`src/hw/supervisor_pkg.sv`:
```
package supervisor_pkg;

   // ----------------------------------------------------------------
   // Timing
   // ----------------------------------------------------------------
   localparam int          CLK_PERIOD_NS      = 8;
   localparam int          DEFAULT_FREQ_KHZ   = 500;
   localparam int          DEFAULT_PERIOD_CYC =
      1000000 / (DEFAULT_FREQ_KHZ * CLK_PERIOD_NS);
   localparam int          DESYNC_TIME_US     = 10;
   localparam int          DESYNC_CYC         =
      (DESYNC_TIME_US * 1000 + CLK_PERIOD_NS - 1) / CLK_PERIOD_NS;
   localparam int          SOFT_START_PERIODS = 1024;
   localparam int          WD_CAP_PERIODS     = 4096;
   localparam int          CNT_W              = 16;
   localparam int          DUTY_W             = 12;
   localparam logic [CNT_W-1:0] CNT_ZERO      = 16'h0000;
   localparam logic [CNT_W-1:0] CNT_ONE       = 16'h0001;

   // ----------------------------------------------------------------
   // Supervisor states
   // ----------------------------------------------------------------
   typedef enum logic [2:0] {
      ST_OFF       = 3'b000,
      ST_LDO_UP    = 3'b001,
      ST_SOFTSTART = 3'b010,
      ST_RUN       = 3'b011,
      ST_LATCHED   = 3'b100
   } sup_state_type;

   typedef enum logic [1:0] {
      WD_POR  = 2'b00,
      WD_BOOT = 2'b01,
      WD_MON  = 2'b10,
      WD_IDLE = 2'b11
   } wd_state_type;

endpackage : supervisor_pkg

```
`src/hw/switch_oscillator.sv`:
```
`timescale 1ns/10ps
// Switching oscillator: free-runs, or aligns turn-on to sync rising edges.
module switch_oscillator
   import supervisor_pkg::*;
#(
   parameter int PERIOD_W = 16
) (
   input  wire logic                core_clk,
   input  wire logic                rst,
   input  wire logic                freq_resistor_fitted,
   input  wire logic [PERIOD_W-1:0] frequency_resistor_pin,
   input  wire logic                sync_input,
   output logic                     cycle_start
);
   logic [PERIOD_W-1:0] phase_reg, phase_next;
   logic [PERIOD_W-1:0] quiet_reg, quiet_next;
   logic                sync_d_reg, sync_d_next;
   logic                locked_reg, locked_next;
   logic                start_reg,  start_next;
   logic [PERIOD_W-1:0] period;
   logic                sync_rise;

   // ----------------------------------------------------------------
   // Oscillator
   // ----------------------------------------------------------------
   always_comb begin
      period = freq_resistor_fitted ? frequency_resistor_pin
                                    : PERIOD_W'(DEFAULT_PERIOD_CYC);
      sync_rise   = sync_input & ~sync_d_reg;
      sync_d_next = sync_input;
      quiet_next  = quiet_reg;
      locked_next = locked_reg;
      start_next  = 1'b0;
      phase_next  = phase_reg + 1'b1;
      if (sync_rise) begin
         quiet_next  = '0;
         locked_next = 1'b1;
      end else if (quiet_reg >= PERIOD_W'(DESYNC_CYC)) begin
         locked_next = 1'b0;
      end else begin
         quiet_next = quiet_reg + 1'b1;
      end
      if (locked_reg | sync_rise) begin
         if (sync_rise) begin
            start_next = 1'b1;
            phase_next = '0;
         end
      end else if (phase_reg + 1'b1 >= period) begin
         start_next = 1'b1;
         phase_next = '0;
      end
   end

   always_ff @(posedge core_clk or posedge rst) begin
      if (rst) begin
         phase_reg  <= '0;
         quiet_reg  <= '0;
         sync_d_reg <= 1'b0;
         locked_reg <= 1'b0;
         start_reg  <= 1'b0;
      end else begin
         phase_reg  <= phase_next;
         quiet_reg  <= quiet_next;
         sync_d_reg <= sync_d_next;
         locked_reg <= locked_next;
         start_reg  <= start_next;
      end
   end

   assign cycle_start = start_reg;
endmodule : switch_oscillator

```
`src/hw/supply_supervisor_watchdog.sv`:
```
`timescale 1ns/10ps
module supply_supervisor_watchdog
   import supervisor_pkg::*;
#(
   parameter int SS_PERIODS = SOFT_START_PERIODS,
   parameter int WD_CAP     = WD_CAP_PERIODS
) (
   input  wire logic                            core_clk,
   input  wire logic                            rst,
   input  wire logic                            supply_above_start,
   input  wire logic                            supply_overvoltage,
   input  wire logic                            over_temperature,
   input  wire logic                            enable_high,
   input  wire logic                            gate_drive_above_start,
   input  wire logic                            gate_drive_above_stop,
   input  wire logic                            auxiliary_above_start,
   input  wire logic                            feedback_above_high,
   input  wire logic                            feedback_below_low,
   input  wire logic                            feedback_short,
   input  wire logic                            switch_over_current,
   input  wire logic [DUTY_W-1:0]               error_amp_duty,
   input  wire logic                            freq_resistor_fitted,
   input  wire logic [CNT_W-1:0]                frequency_resistor_pin,
   input  wire logic                            sync_input,
   input  wire logic [CNT_W-1:0]                delay_resistor_pin,
   input  wire logic                            heartbeat_input,
   output logic                                 ldo_on,
   output logic                                 soft_start_active,
   output logic                                 switcher_on,
   output logic                                 power_switch,
   output logic                                 linear_output_status,
   output logic                                 supervisor_reset_out_o,
   output logic                                 supervisor_reset_out_oe_n
);
   import supervisor_pkg::*;

   sup_state_type    st_reg, st_next;
   wd_state_type     wd_reg, wd_next;
   logic [CNT_W-1:0] ss_cnt_reg, ss_cnt_next;
   logic [CNT_W-1:0] dly_cnt_reg, dly_cnt_next;
   logic [DUTY_W-1:0] on_cnt_reg, on_cnt_next;
   logic             sw_reg, sw_next;
   logic             hb_d_reg, hb_d_next;
   logic             rst_low_reg, rst_low_next;
   logic             ldo_reg, ldo_next;
   logic             ss_reg, ss_next;
   logic             smps_reg, smps_next;
   logic             stat_reg, stat_next;
   logic             en_seen_low_reg, en_seen_low_next;
   logic             cycle_start;
   logic             fault;
   logic             hb_fall;
   logic             ss_expired;
   logic [CNT_W-1:0] wd_limit;
   logic [CNT_W-1:0] wd_cap_cnt;

   // ----------------------------------------------------------------
   // Oscillator
   // ----------------------------------------------------------------
   switch_oscillator #(
      .PERIOD_W (CNT_W)
   ) u_osc (
      .core_clk               (core_clk),
      .rst                    (rst),
      .freq_resistor_fitted   (freq_resistor_fitted),
      .frequency_resistor_pin (frequency_resistor_pin),
      .sync_input             (sync_input),
      .cycle_start            (cycle_start)
   );

   // ----------------------------------------------------------------
   // Power sequencing
   // ----------------------------------------------------------------
   assign fault      = ~supply_above_start | supply_overvoltage |
                       over_temperature;
   assign ss_expired = (ss_cnt_reg == CNT_ZERO);

   always_comb begin
      st_next          = st_reg;
      ss_cnt_next      = ss_cnt_reg;
      en_seen_low_next = en_seen_low_reg | ~enable_high;
      ldo_next         = 1'b0;
      ss_next          = 1'b0;
      smps_next        = 1'b0;
      stat_next        = gate_drive_above_stop;
      case (st_reg)
         ST_OFF: begin
            ss_cnt_next = CNT_W'(SS_PERIODS);
            if (supply_above_start && enable_high && !fault) begin
               st_next = ST_LDO_UP;
            end
         end
         ST_LDO_UP: begin
            ldo_next = 1'b1;
            // Enable is checked first so soft-start never starts without it
            if (!enable_high) begin
               st_next = ST_OFF;
            end else if (gate_drive_above_start || auxiliary_above_start) begin
               st_next = ST_SOFTSTART;
            end
         end
         ST_SOFTSTART: begin
            // Enable falling is not acted on here
            ldo_next  = 1'b1;
            ss_next   = 1'b1;
            smps_next = 1'b1;
            if (cycle_start) begin
               ss_cnt_next = ss_cnt_reg - CNT_ONE;
            end
            if (ss_cnt_reg == CNT_ONE && cycle_start) begin
               st_next = ST_RUN;
            end
         end
         ST_RUN: begin
            ldo_next  = 1'b1;
            smps_next = 1'b1;
            if (feedback_short) begin
               st_next          = ST_LATCHED;
               en_seen_low_next = ~enable_high;
            end else if (feedback_below_low && !enable_high) begin
               st_next = ST_OFF;
            end else if (wd_reg == WD_MON && dly_cnt_reg == CNT_ZERO &&
                         !hb_fall && !enable_high) begin
               st_next = ST_OFF;
            end
         end
         ST_LATCHED: begin
            ldo_next = 1'b1;
            if (en_seen_low_reg && enable_high) begin
               st_next = ST_OFF;
            end
         end
         default: begin
            st_next = ST_OFF;
         end
      endcase
      if (fault) begin
         st_next = ST_OFF;
      end
   end

   always_ff @(posedge core_clk or posedge rst) begin
      if (rst) begin
         st_reg          <= ST_OFF;
         ss_cnt_reg      <= CNT_ZERO;
         en_seen_low_reg <= 1'b0;
         ldo_reg         <= 1'b0;
         ss_reg          <= 1'b0;
         smps_reg        <= 1'b0;
         stat_reg        <= 1'b0;
      end else begin
         st_reg          <= st_next;
         ss_cnt_reg      <= ss_cnt_next;
         en_seen_low_reg <= en_seen_low_next;
         ldo_reg         <= ldo_next;
         ss_reg          <= ss_next;
         smps_reg        <= smps_next;
         stat_reg        <= stat_next;
      end
   end

   // ----------------------------------------------------------------
   // Power switch
   // ----------------------------------------------------------------
   always_comb begin
      sw_next     = sw_reg;
      on_cnt_next = on_cnt_reg;
      if (cycle_start && smps_reg) begin
         sw_next     = 1'b1;
         on_cnt_next = '0;
      end else if (sw_reg) begin
         on_cnt_next = on_cnt_reg + 1'b1;
         if (on_cnt_reg >= error_amp_duty) begin
            sw_next = 1'b0;
         end
      end
      if (switch_over_current || !smps_reg) begin
         sw_next = 1'b0;
      end
   end

   always_ff @(posedge core_clk or posedge rst) begin
      if (rst) begin
         sw_reg     <= 1'b0;
         on_cnt_reg <= '0;
      end else begin
         sw_reg     <= sw_next;
         on_cnt_reg <= on_cnt_next;
      end
   end

   // ----------------------------------------------------------------
   // Watchdog
   // ----------------------------------------------------------------
   // Open delay resistor reads as all ones; the cap limits only the watchdog span, not the reset and boot delays
   assign wd_cap_cnt = CNT_W'(WD_CAP);
   assign wd_limit   = (delay_resistor_pin > wd_cap_cnt) ? wd_cap_cnt
                                                         : delay_resistor_pin;
   assign hb_fall    = hb_d_reg & ~heartbeat_input;

   always_comb begin
      wd_next      = wd_reg;
      dly_cnt_next = dly_cnt_reg;
      hb_d_next    = heartbeat_input;
      rst_low_next = 1'b1;
      if (st_reg != ST_RUN || fault || feedback_below_low) begin
         wd_next      = WD_IDLE;
         dly_cnt_next = delay_resistor_pin;
      end else begin
         case (wd_reg)
            WD_IDLE: begin
               if (feedback_above_high) begin
                  wd_next = WD_POR;
               end
            end
            WD_POR: begin
               // Reset held low for the whole delay
               if (cycle_start) begin
                  dly_cnt_next = dly_cnt_reg - CNT_ONE;
               end
               if (dly_cnt_reg == CNT_ZERO) begin
                  wd_next      = WD_BOOT;
                  dly_cnt_next = delay_resistor_pin;
               end
            end
            WD_BOOT: begin
               rst_low_next = 1'b0;
               if (cycle_start) begin
                  dly_cnt_next = dly_cnt_reg - CNT_ONE;
               end
               if (dly_cnt_reg == CNT_ZERO) begin
                  wd_next      = WD_MON;
                  dly_cnt_next = wd_limit;
               end
            end
            WD_MON: begin
               rst_low_next = 1'b0;
               if (hb_fall) begin
                  dly_cnt_next = wd_limit;
               end else if (dly_cnt_reg == CNT_ZERO) begin
                  wd_next      = WD_POR;
                  rst_low_next = 1'b1;
                  dly_cnt_next = delay_resistor_pin;
               end else if (cycle_start) begin
                  dly_cnt_next = dly_cnt_reg - CNT_ONE;
               end
            end
            default: begin
               wd_next = WD_IDLE;
            end
         endcase
      end
   end

   always_ff @(posedge core_clk or posedge rst) begin
      if (rst) begin
         wd_reg      <= WD_IDLE;
         dly_cnt_reg <= CNT_ZERO;
         hb_d_reg    <= 1'b0;
         rst_low_reg <= 1'b1;
      end else begin
         wd_reg      <= wd_next;
         dly_cnt_reg <= dly_cnt_next;
         hb_d_reg    <= hb_d_next;
         rst_low_reg <= rst_low_next;
      end
   end

   assign ldo_on                    = ldo_reg;
   assign soft_start_active         = ss_reg;
   assign switcher_on               = smps_reg;
   assign power_switch              = sw_reg;
   assign linear_output_status      = stat_reg;
   assign supervisor_reset_out_o    = 1'b0;
   assign supervisor_reset_out_oe_n = ~rst_low_reg;
endmodule : supply_supervisor_watchdog

```
`config.mk`:
```
export PLATFORM = sky130hd
export DESIGN_NAME = supply_supervisor_watchdog
export DESIGN_NICKNAME = d
export VERILOG_FILES = /design/src/hw/supervisor_pkg.sv /design/src/hw/switch_oscillator.sv /design/src/hw/supply_supervisor_watchdog.sv
export SDC_FILE = /design/constraint.sdc
export NUM_CORES = 1
export LEC_CHECK = 0
export BUFFER_PORTS_ARGS = -buffer_cell sky130_fd_sc_hd__clkbuf_2
export CORE_MARGIN = 1.5
export CORE_UTILIZATION = 59
export DETAILED_ROUTE_END_ITERATION = 8
export MAX_ROUTING_LAYER = met4
export PLACE_DENSITY = 0.81
export SYNTH_ARGS = -nofsm -noshare
export SYNTH_HDL_FRONTEND = slang
export SYNTH_SLANG_ARGS = --single-unit
```
`constraint.sdc`:
```
create_clock -name core_clk -period 3.6 [get_ports core_clk]
set_input_delay 0.18 -clock core_clk [delete_from_list [all_inputs] [get_ports core_clk]]
set_output_delay 0.18 -clock core_clk [all_outputs]
set_load 0.02 [all_outputs]
```
==> impl_metrics.yaml, run 1 <==
power_and_ir_drop:
  leakage_nw: 3.08
  p_per_area_nw_per_um2: 358
  max-vdd-ir-drop_v: 0.000268
run_status:
  status: "finished, final reports clean"
min_path:
  min_path_type: "input port to flip-flop"
logic_synthesis:
  synth_nets: 694
  synth_cells: 594
  async_flop_share: 1.00
  synth_top_area_cell: "dfrtp_1"
  synthesis.area_um2: 5510
  synth_ff_type: "dfrtp_1"
  synth_edf_count: 0
  synth_top_cells_by_area: "dfrtp_1, ha_1, nor2_1"
  syn_area_per_cell_um2: 9.28
  ys_warn_count: 0
  ys_seq_elements: 92
  yosysSeqAreaShare: 0.418
  ys_types: 65
  synth_top_area_frac: 0.404
floorplan:
  num_rows: 35
  dieArea_um2: 9930
  initial_core_util: 0.602
  die_y_um: 99.7
  coreArea_um2: 9150
  io_pins: 67
  die_w_um: 99.7
clocking:
  cts_setup_buffers: 0
  cts.sinks: 92
  clk_pin_slew_ps: 90
  clockBufferDepth: 2
  cts_tree: "done"
  post_cts_resized: 0
  numCtsBuffers: 9
  htree_levels: 3
  clk_latency_ps: 360
  clock_tree.root_cell: "clkbuf_8"
  ctsHoldBuffers: 4
cells_and_area:
  antenna_cells: 0
  drive_gt1_frac: 0.160
  fin_nets: 765
  layout.cells.non_filler: 781
  area_delta_synth_final_pct: 13.1
  fin_util: 0.681
sta:
  drv_slew: 0
  max_freq_ghz: 0.346
  tightest_slew_ps: 901
  relSlewSlack: 0.384
  rsz0062_at_grt: "no"
  tns_ps: 0
  skew_ps: 18.9
  fin_crit_ps: 2890
  finalCritPeriodShare: 0.802
  setup_violations: 0
  final_hold_viol_count: 0
placed_design:
  port_buffers: 65
  dp_hpwl_mm: 8.31
  gp_congestion: 0.834
  place_inst: 761
detailed_routing:
  drt_iter0_markers: 252
  first_pass_iters: 5
  totalWireLength_mm: 11.1
  wl_per_cell_um: 14.2
  dr_total_vias: 4533
  postRouteAntennaNets: 0
  routed_via_density: 5.80
  drc_errors: 0
grt:
  first_global_vias: 4353
  grt_use_total: 0.242
  antenna_found_initial: 0
  grt_pass1_wl_mm: 18.9
  grt_overflow: 0
  grt_max_degree: 42
critical_path:
  critPathLaunchType: "flip-flop"
  arrival_ps: 3170
  path_class: "flip-flop to flip-flop"
  required_ps: 3880
  worstPathMaxFanout: 17
  worst_setup_path_end_kind: "flip-flop"
flow_run:
  drv_cap: 0
[cell usage in the layout, fill, tap and decap left out, drive strengths merged, types with 3 or more instances in the layout]
cell type / netlist / layout
dfrtp: 89 / 89
clkbuf: 15 / 75
nor2: 60 / 60
nand2: 48 / 48
ha: 40 / 40
inv: 33 / 35
a21oi: 26 / 26
nand3: 25 / 25
nor2b: 23 / 23
xor2: 23 / 23
o21ai: 23 / 23
xnor2: 21 / 21
nor3: 18 / 18
nand4: 15 / 15
or3: 12 / 12
nor4: 11 / 11
and3: 10 / 10
a221o: 9 / 9
buf: 3 / 9
and2: 9 / 9
nand2b: 7 / 7
a21o: 6 / 6
o31ai: 6 / 6
a211oi: 5 / 5
dlygate4sd3: 0 / 4
or4: 4 / 4
nor3b: 3 / 3
o2bb2ai: 3 / 3
o211a: 3 / 3
mux2i: 3 / 3
o211ai: 3 / 3
dfstp: 3 / 3
nor4b: 3 / 3
[power by group]
group / internal, mW / switching, mW
clock network: 0.401 / 0.381
registers: 1.08 / 0.0603
logic: 0.145 / 0.159
[routing by layer]
layer	wire [µm]	share of wire	vias to the layer above	GRT usage
met1	5110	0.46	2130	0.309
met3	464	0.042	25	0.0478
met4	253	0.023	0	0.0856
met2	5270	0.47	120	0.387
met5	0	0	-	-
li1	-	-	2258	-
[cell usage after synthesis (all sizes together), types with 3 or more instances]
master	instances
a211oi	5
a21o	6
a21oi	26
a221o	9
and2	9
and3	10
buf	3
clkbuf	15
dfrtp	89
dfstp	3
ha	40
inv	33
mux2i	3
nand2	48
nand2b	7
nand3	25
nand4	15
nor2	60
nor2b	23
nor3	18
nor3b	3
nor4	11
nor4b	3
o211a	3
o211ai	3
o21ai	23
o2bb2ai	3
o31ai	6
or3	12
or4	4
xnor2	21
xor2	23
[per-stage QoR]
step / hold WS, ps / total power [mW] / cell area (µm²) / setup slack, ps
after floorplan: 211 / 1.36 / 5510 / 874
after global placement: 191 / 1.45 / 5970 / 885
after detailed placement: 188 / 1.46 / 5970 / 749
after CTS: 18.5 / 2.25 / 6230 / 719
after global routing: 32.6 / 2.33 / 6230 / 481
final: 38.5 / 2.23 / 6230 / 711
[final cells by class]
cell class | count | area, µm²
multi-input combinational | 451 | 3010
fill | 755 | 2920
sequential | 92 | 2310
timing repair buffer | 78 | 433
tap | 111 | 139
clock buffer | 10 | 128
inverter | 33 | 125
clock inverter | 6 | 93.8
[final timing paths]
| kind | from | endpoint | slack, ps | depth (start not counted) |
|---|---|---|---|---|
| min in group asynchronous | rst | u_osc.quiet_reg[10] | 340 | 3 |
| worst max register to register | u_osc.phase_reg[0] | u_osc.phase_reg[14] | 710 | 12 |
| worst min register to register | u_osc.quiet_reg[11] | u_osc.quiet_reg[11] | 490 | 1 |
| worst max-delay path | u_osc.phase_reg[0] | u_osc.phase_reg[14] | 710 | 12 |
| max in group asynchronous | rst | ss_cnt_reg[4] | 2390 | 4 |
| worst min-delay path | delay_resistor_pin[14] | dly_cnt_reg[14] | 40 | 2 |
[kinds of logic after synthesis]
| family | count (synthesis) | share of synthesized area |
|---|---|---|
| and+or+nand+nor | 260 | 0.251 |
| AOI/OAI and AO/OA | 103 | 0.128 |
| DFF | 92 | 0.418 |
| buffers and inverters | 51 | 0.0356 |
| xor gates and xnor gates | 44 | 0.0699 |
| adders and majority gates | 40 | 0.0908 |
| muxes | 3 | 0.00545 |
| other | 1 | 0.000680 |
[worst max-delay path, cell delays in order (launching register included)]
cell and delay, ps:
dfrtp_1 430, and3_1 190, nand3_1 120, nor2_1 340, xor2_1 220, ha_1 270, a21o_1 190, a21o_1 170
a211o_1 280, a221oi_1 210, o21ai_1 80, buf_4 190, nor2b_1 130
No activity file was read; power rests on OpenSTA's default activity.
==> inputs of run 2 (changes only) <==
==> constraint.sdc (replaced) <==
create_clock -name core_clk -period 2.8 [get_ports core_clk]
set_input_delay 0.14 -clock core_clk [delete_from_list [all_inputs] [get_ports core_clk]]
set_output_delay 0.14 -clock core_clk [all_outputs]
set_load 0.02 [all_outputs]
==> impl_metrics.yaml, run 2 (synthesized netlist as in run 1, its figures left out) <==
sta:
  tightest_slew_ps: 802
  setup_violations: 0
  drv_slew: 0
  tns_ps: 0
  setup_slack_ps: 160
  fin_crit_ps: 2640
  skew_ps: 11.3
  max_freq_ghz: 0.379
  final_hold_viol_count: 0
  finalCritPeriodShare: 0.943
  relSlewSlack: 0.451
cells_and_area:
  layout.cells.non_filler: 797
  fin_nets: 781
  drive_gt1_frac: 0.178
  regArea_um2: 2310
  fin_util: 0.696
  mostFrequentLayoutCells: "dfrtp_1, clkbuf_2, nor2_1"
  final_common_cell: "dfrtp_1"
  nFillCells: 707
  area_delta_synth_final_pct: 15.6
  design_area_um2: 6370
  antenna_cells: 0
  multi_input_area_um2: 3030
critical_path:
  reg2reg_from: "u_osc.phase_reg[4]"
  arrival_ps: 2940
  setup.worst_path.end: "u_osc.phase_reg[5]"
  worstPathMaxFanout: 17
  crit_start: "u_osc.phase_reg[4]"
  r2r_cells: 12
  required_ps: 3100
  path_class: "flip-flop to flip-flop"
  worst_setup_path_end_kind: "flip-flop"
  worstReg2RegEnd: "u_osc.phase_reg[5]"
  critPathLaunchType: "flip-flop"
  regToRegSetupSlack_ps: 160
grt:
  first_global_vias: 4399
  grt_max_degree: 51
  grt_pass1_wl_mm: 19.5
  antenna_found_initial: 0
  grt_overflow: 0
  grt_use_total: 0.251
clocking:
  clk_latency_ps: 370
  numCtsBuffers: 9
  htree_levels: 3
  clock_tree.root_cell: "clkbuf_8"
  clockBufferDepth: 2
  cts_tree: "done"
  clk_pin_slew_ps: 100
  cts.sinks: 92
placed_design:
  gp_congestion: 0.839
  post-place-ws_ps: 85.5
  port_buffers: 65
  place_inst: 770
  place_area_um2: 6050
  dp_hpwl_mm: 8.52
floorplan:
  io_pins: 67
  coreArea_um2: 9150
  initial_core_util: 0.602
  dieArea_um2: 9930
  die_w_um: 99.7
  num_rows: 35
  die_y_um: 99.7
power_and_ir_drop:
  pwr-share-clk: 0.316
  combPwrFrac: 0.147
  max-vdd-ir-drop_v: 0.000325
  p_per_area_nw_per_um2: 432
  pwr-share-seq: 0.537
  p_int_mw: 1.94
  p_sw_frac: 0.295
  leakage_nw: 3.14
  p_switching_mw: 0.812
flow_run:
  drv_cap: 0
detailed_routing:
  totalWireLength_mm: 11.6
  wl_per_cell_um: 14.6
  first_pass_iters: 4
  postRouteAntennaNets: 0
  routed_via_density: 5.77
  dr_total_vias: 4596
  drc_errors: 0
  drt_iter0_markers: 235
min_path:
  min_path_type: "input port to flip-flop"
  min-delay-start: "delay_resistor_pin[7]"
run_status:
  status: "finished, final reports clean"
==> run 2: cell types whose count changed in the layout (fill, tap and decap cells not counted), sizes merged <==
cell	before	now
buf	9	19
clkbuf	75	74
clkinvlp	0	1
bufinv	2	0
inv	35	37
dlygate4sd3	4	10
==> run 2: final cells by class <==
| cell class | instances | area share |
|---|---|---|
| multi-input combinational | 451 | 0.475 |
| sequential | 92 | 0.362 |
| timing repair buffer | 94 | 0.0917 |
| tap | 111 | 0.0218 |
| inverter | 33 | 0.0196 |
| clock buffer | 9 | 0.0194 |
| clock inverter | 7 | 0.0102 |
==> run 2: worst min-delay path by stage <==
stage,to,slack [ps],cells past startpoint
after floorplan,hb_d_reg,170,0
after global routing,dly_cnt_reg[10],20,2
after detailed placement,linear_output_status,260,1
after global placement,linear_output_status,250,1
after CTS,dly_cnt_reg[10],0.2,2
final,dly_cnt_reg[7],10,2
==> run 2: repair_timing <==
item,in CTS,in global routing
hold buffers,10,0
gates resized for setup,0,6
endpoints found under the setup margin,0,18
endpoints found under the hold margin,49,0
setup buffers,0,1
==> run 2: critical path, cell delays in order, from the launching register on <==
cell and delay (ps):
dfrtp_1 430, and3_1 170, nand3_1 120, nor2_2 170
xor2_2 170, ha_1 260, a21o_1 180, a21o_1 170
a211o_1 280, a221oi_1 240, o21ai_1 110, buf_6 160
nor2b_1 120
==> run 2: metal layers <==
metal	share of wire	wire [µm]	track usage	up-vias
met3	0.041	471	0.0358	16
met2	0.50	5800	0.420	106
li1	-	-	-	2287
met4	0.017	195	0.0932	0
met5	0	0	-	-
met1	0.44	5160	0.310	2187
==> run 2: power groups by stage <==
| stage | logic [mW] | clock network [mW] | registers [mW] |
|---|---|---|---|
| floorplan | 0.277 | 0 | 1.48 |
| global placement | 0.375 | 0 | 1.49 |
| detailed placement | 0.393 | 0 | 1.49 |
| CTS | 0.406 | 0.895 | 1.47 |
| global route | 0.464 | 0.943 | 1.49 |
| finish | 0.404 | 0.869 | 1.48 |
==> run 2: per-stage QoR <==
step,hold WS [ps],total power [mW]
3_3_place_gp,248,1.86
5_1_grt,22.4,2.89
6_report,14.4,2.75
3_5_place_dp,256,1.89
4_1_cts,0.190,2.77
2_1_floorplan,171,1.75
==> inputs of run 3 (changes only) <==
--- a/config.mk
+++ b/config.mk
@@ -7,10 +7,11 @@
 export LEC_CHECK = 0
 export BUFFER_PORTS_ARGS = -buffer_cell sky130_fd_sc_hd__clkbuf_2
 export CORE_MARGIN = 1.5
-export CORE_UTILIZATION = 59
+export CORE_UTILIZATION = 63
 export DETAILED_ROUTE_END_ITERATION = 8
 export MAX_ROUTING_LAYER = met4
-export PLACE_DENSITY = 0.81
+export PLACE_DENSITY = 0.85
+export SLEW_MARGIN = 20
 export SYNTH_ARGS = -nofsm -noshare
 export SYNTH_HDL_FRONTEND = slang
 export SYNTH_SLANG_ARGS = --single-unit
==> constraint.sdc (replaced) <==
create_clock -name core_clk -period 3.2 [get_ports core_clk]
set_input_delay 0.16 -clock core_clk [delete_from_list [all_inputs] [get_ports core_clk]]
set_output_delay 0.16 -clock core_clk [all_outputs]
set_load 0.02 [all_outputs]
==> impl_metrics.yaml, run 3 (synthesized netlist as in run 1, its figures left out) <==
placed_design:
  dp_hpwl_mm: 8.58
  port_buffers: 65
  gp_congestion: 0.887
critical_path:
  slowest_stage: "dfrtp_1"
  regToRegSetupSlack_ps: 330
  worstPathMaxFanout: 17
  critPathLaunchType: "flip-flop"
  required_ps: 3480
  worst_setup_path_end_kind: "flip-flop"
  arrival_ps: 3150
  crit_top_cell: "a21o_1"
  path_cells: "and3_1, nand3_1, nor2_1, xor2_1, ha_1, a21o_1, a21o_1, a211o_1, a221oi_1, o21ai_1, buf_4, nor2b_1"
  cp_slowest_stage_delay_ps: 420
  path_class: "flip-flop to flip-flop"
sta:
  fin_crit_ps: 2870
  setup_violations: 0
  finalCritPeriodShare: 0.896
  rsz0062_at_grt: "no"
  tightest_slew_ps: 760
  skew_ps: 20.5
  worst_hold_slack_ps: 26.2
  tns_ps: 0
  max_freq_ghz: 0.349
  final_hold_viol_count: 0
  drv_slew: 0
  relSlewSlack: 0.480
detailed_routing:
  postRouteAntennaNets: 0
  first_pass_iters: 5
  routed_via_density: 5.95
  drc_errors: 0
  drt_iter0_markers: 222
  totalWireLength_mm: 11.5
  wl_per_cell_um: 14.9
  dr_total_vias: 4623
clocking:
  clock_tree.root_cell: "clkbuf_8"
  clk_latency_ps: 370
  clk_pin_slew_ps: 100
  htree_levels: 3
  clockBufferDepth: 2
  cts_tree: "done"
  cts.sinks: 92
  post_cts_resized: 0
  numCtsBuffers: 9
cells_and_area:
  drive_gt1_frac: 0.161
  nFillCells: 601
  fin_nets: 767
  antenna_cells: 0
  final_common_cell: "dfrtp_1"
  mostFrequentLayoutCells: "dfrtp_1, clkbuf_2, nor2_1"
  area_delta_synth_final_pct: 12.7
run_status:
  status: "finished, final reports clean"
floorplan:
  num_rows: 33
  die_y_um: 96.5
  coreArea_um2: 8340
  die_w_um: 96.5
  dieArea_um2: 9320
  io_pins: 67
  initial_core_util: 0.661
power_and_ir_drop:
  max-vdd-ir-drop_v: 0.000260
  leakage_nw: 3.07
  p_per_area_nw_per_um2: 384
grt:
  grt_overflow: 0
  first_global_vias: 4406
  grt_use_total: 0.270
  grt_max_degree: 39
  grt_pass1_wl_mm: 19.0
  antenna_found_initial: 0
flow_run:
  drv_cap: 0
min_path:
  min_path_type: "input port to flip-flop"
run 3: per-layer routing:
metal,share of wire,global-route usage,vias up
li1,-,-,2257
met1,0.44,0.317,2188
met2,0.49,0.467,157
met3,0.047,0.0360,21
met4,0.021,0.109,0
met5,0,-,-
run 3: critical path: cells and delay by family (launching register included):
family / cells / cell delay, ps
adder cells (fa/ha/maj): 1 / 270
AO/OA/AOI/OAI: 5 / 930
AND/OR/NAND/NOR: 4 / 740
XOR/XNOR: 1 / 220
flip-flops: 1 / 420
buffers and inverters: 1 / 200
run 3: final timing paths:
kind,from,end,cells after the start
max,u_osc.phase_reg[0],u_osc.phase_reg[5],12
min,delay_resistor_pin[8],dly_cnt_reg[8],2
max reg2reg,u_osc.phase_reg[0],u_osc.phase_reg[5],12
min reg2reg,u_osc.quiet_reg[10],u_osc.quiet_reg[10],2
max in group asynchronous,rst,on_cnt_reg[10],4
min in group asynchronous,rst,u_osc.quiet_reg[5],3
run 3: stage by stage:
| step | setup slack (ps) | util | instances | area [µm²] | power, mW |
|---|---|---|---|---|---|
| after floorplan | 474 | - | 594 | 5510 | 1.53 |
| after global placement | 481 | 0.717 | 757 | 5980 | 1.63 |
| after detailed placement | 328 | 0.717 | 757 | 5980 | 1.65 |
| after CTS | 324 | 0.745 | 777 | 6210 | 2.40 |
| after global routing | 96.9 | 0.745 | 777 | 6210 | 2.50 |
| final | 333 | 0.745 | 777 | 6210 | 2.38 |
run 3: area by class of cell:
type                    count  area, µm²  share of cell area
well taps                 105        131              0.0212
clock inverters             2       17.5             0.00282
multi-input cells         451       3010               0.485
repair buffers             80        448              0.0721
flip-flops and latches     92       2310               0.371
inverters                  33        125              0.0201
clock buffers              14        173              0.0278
run 3: timing repair:
item,CTS,global route
hold buffers,4,0
hold endpoints to repair,37,0
buffers inserted,0,0
run 3: where the power goes:
group,internal (mW),switching (mW)
registers,1.22,0.0684
logic,0.164,0.183
clock network,0.350,0.399
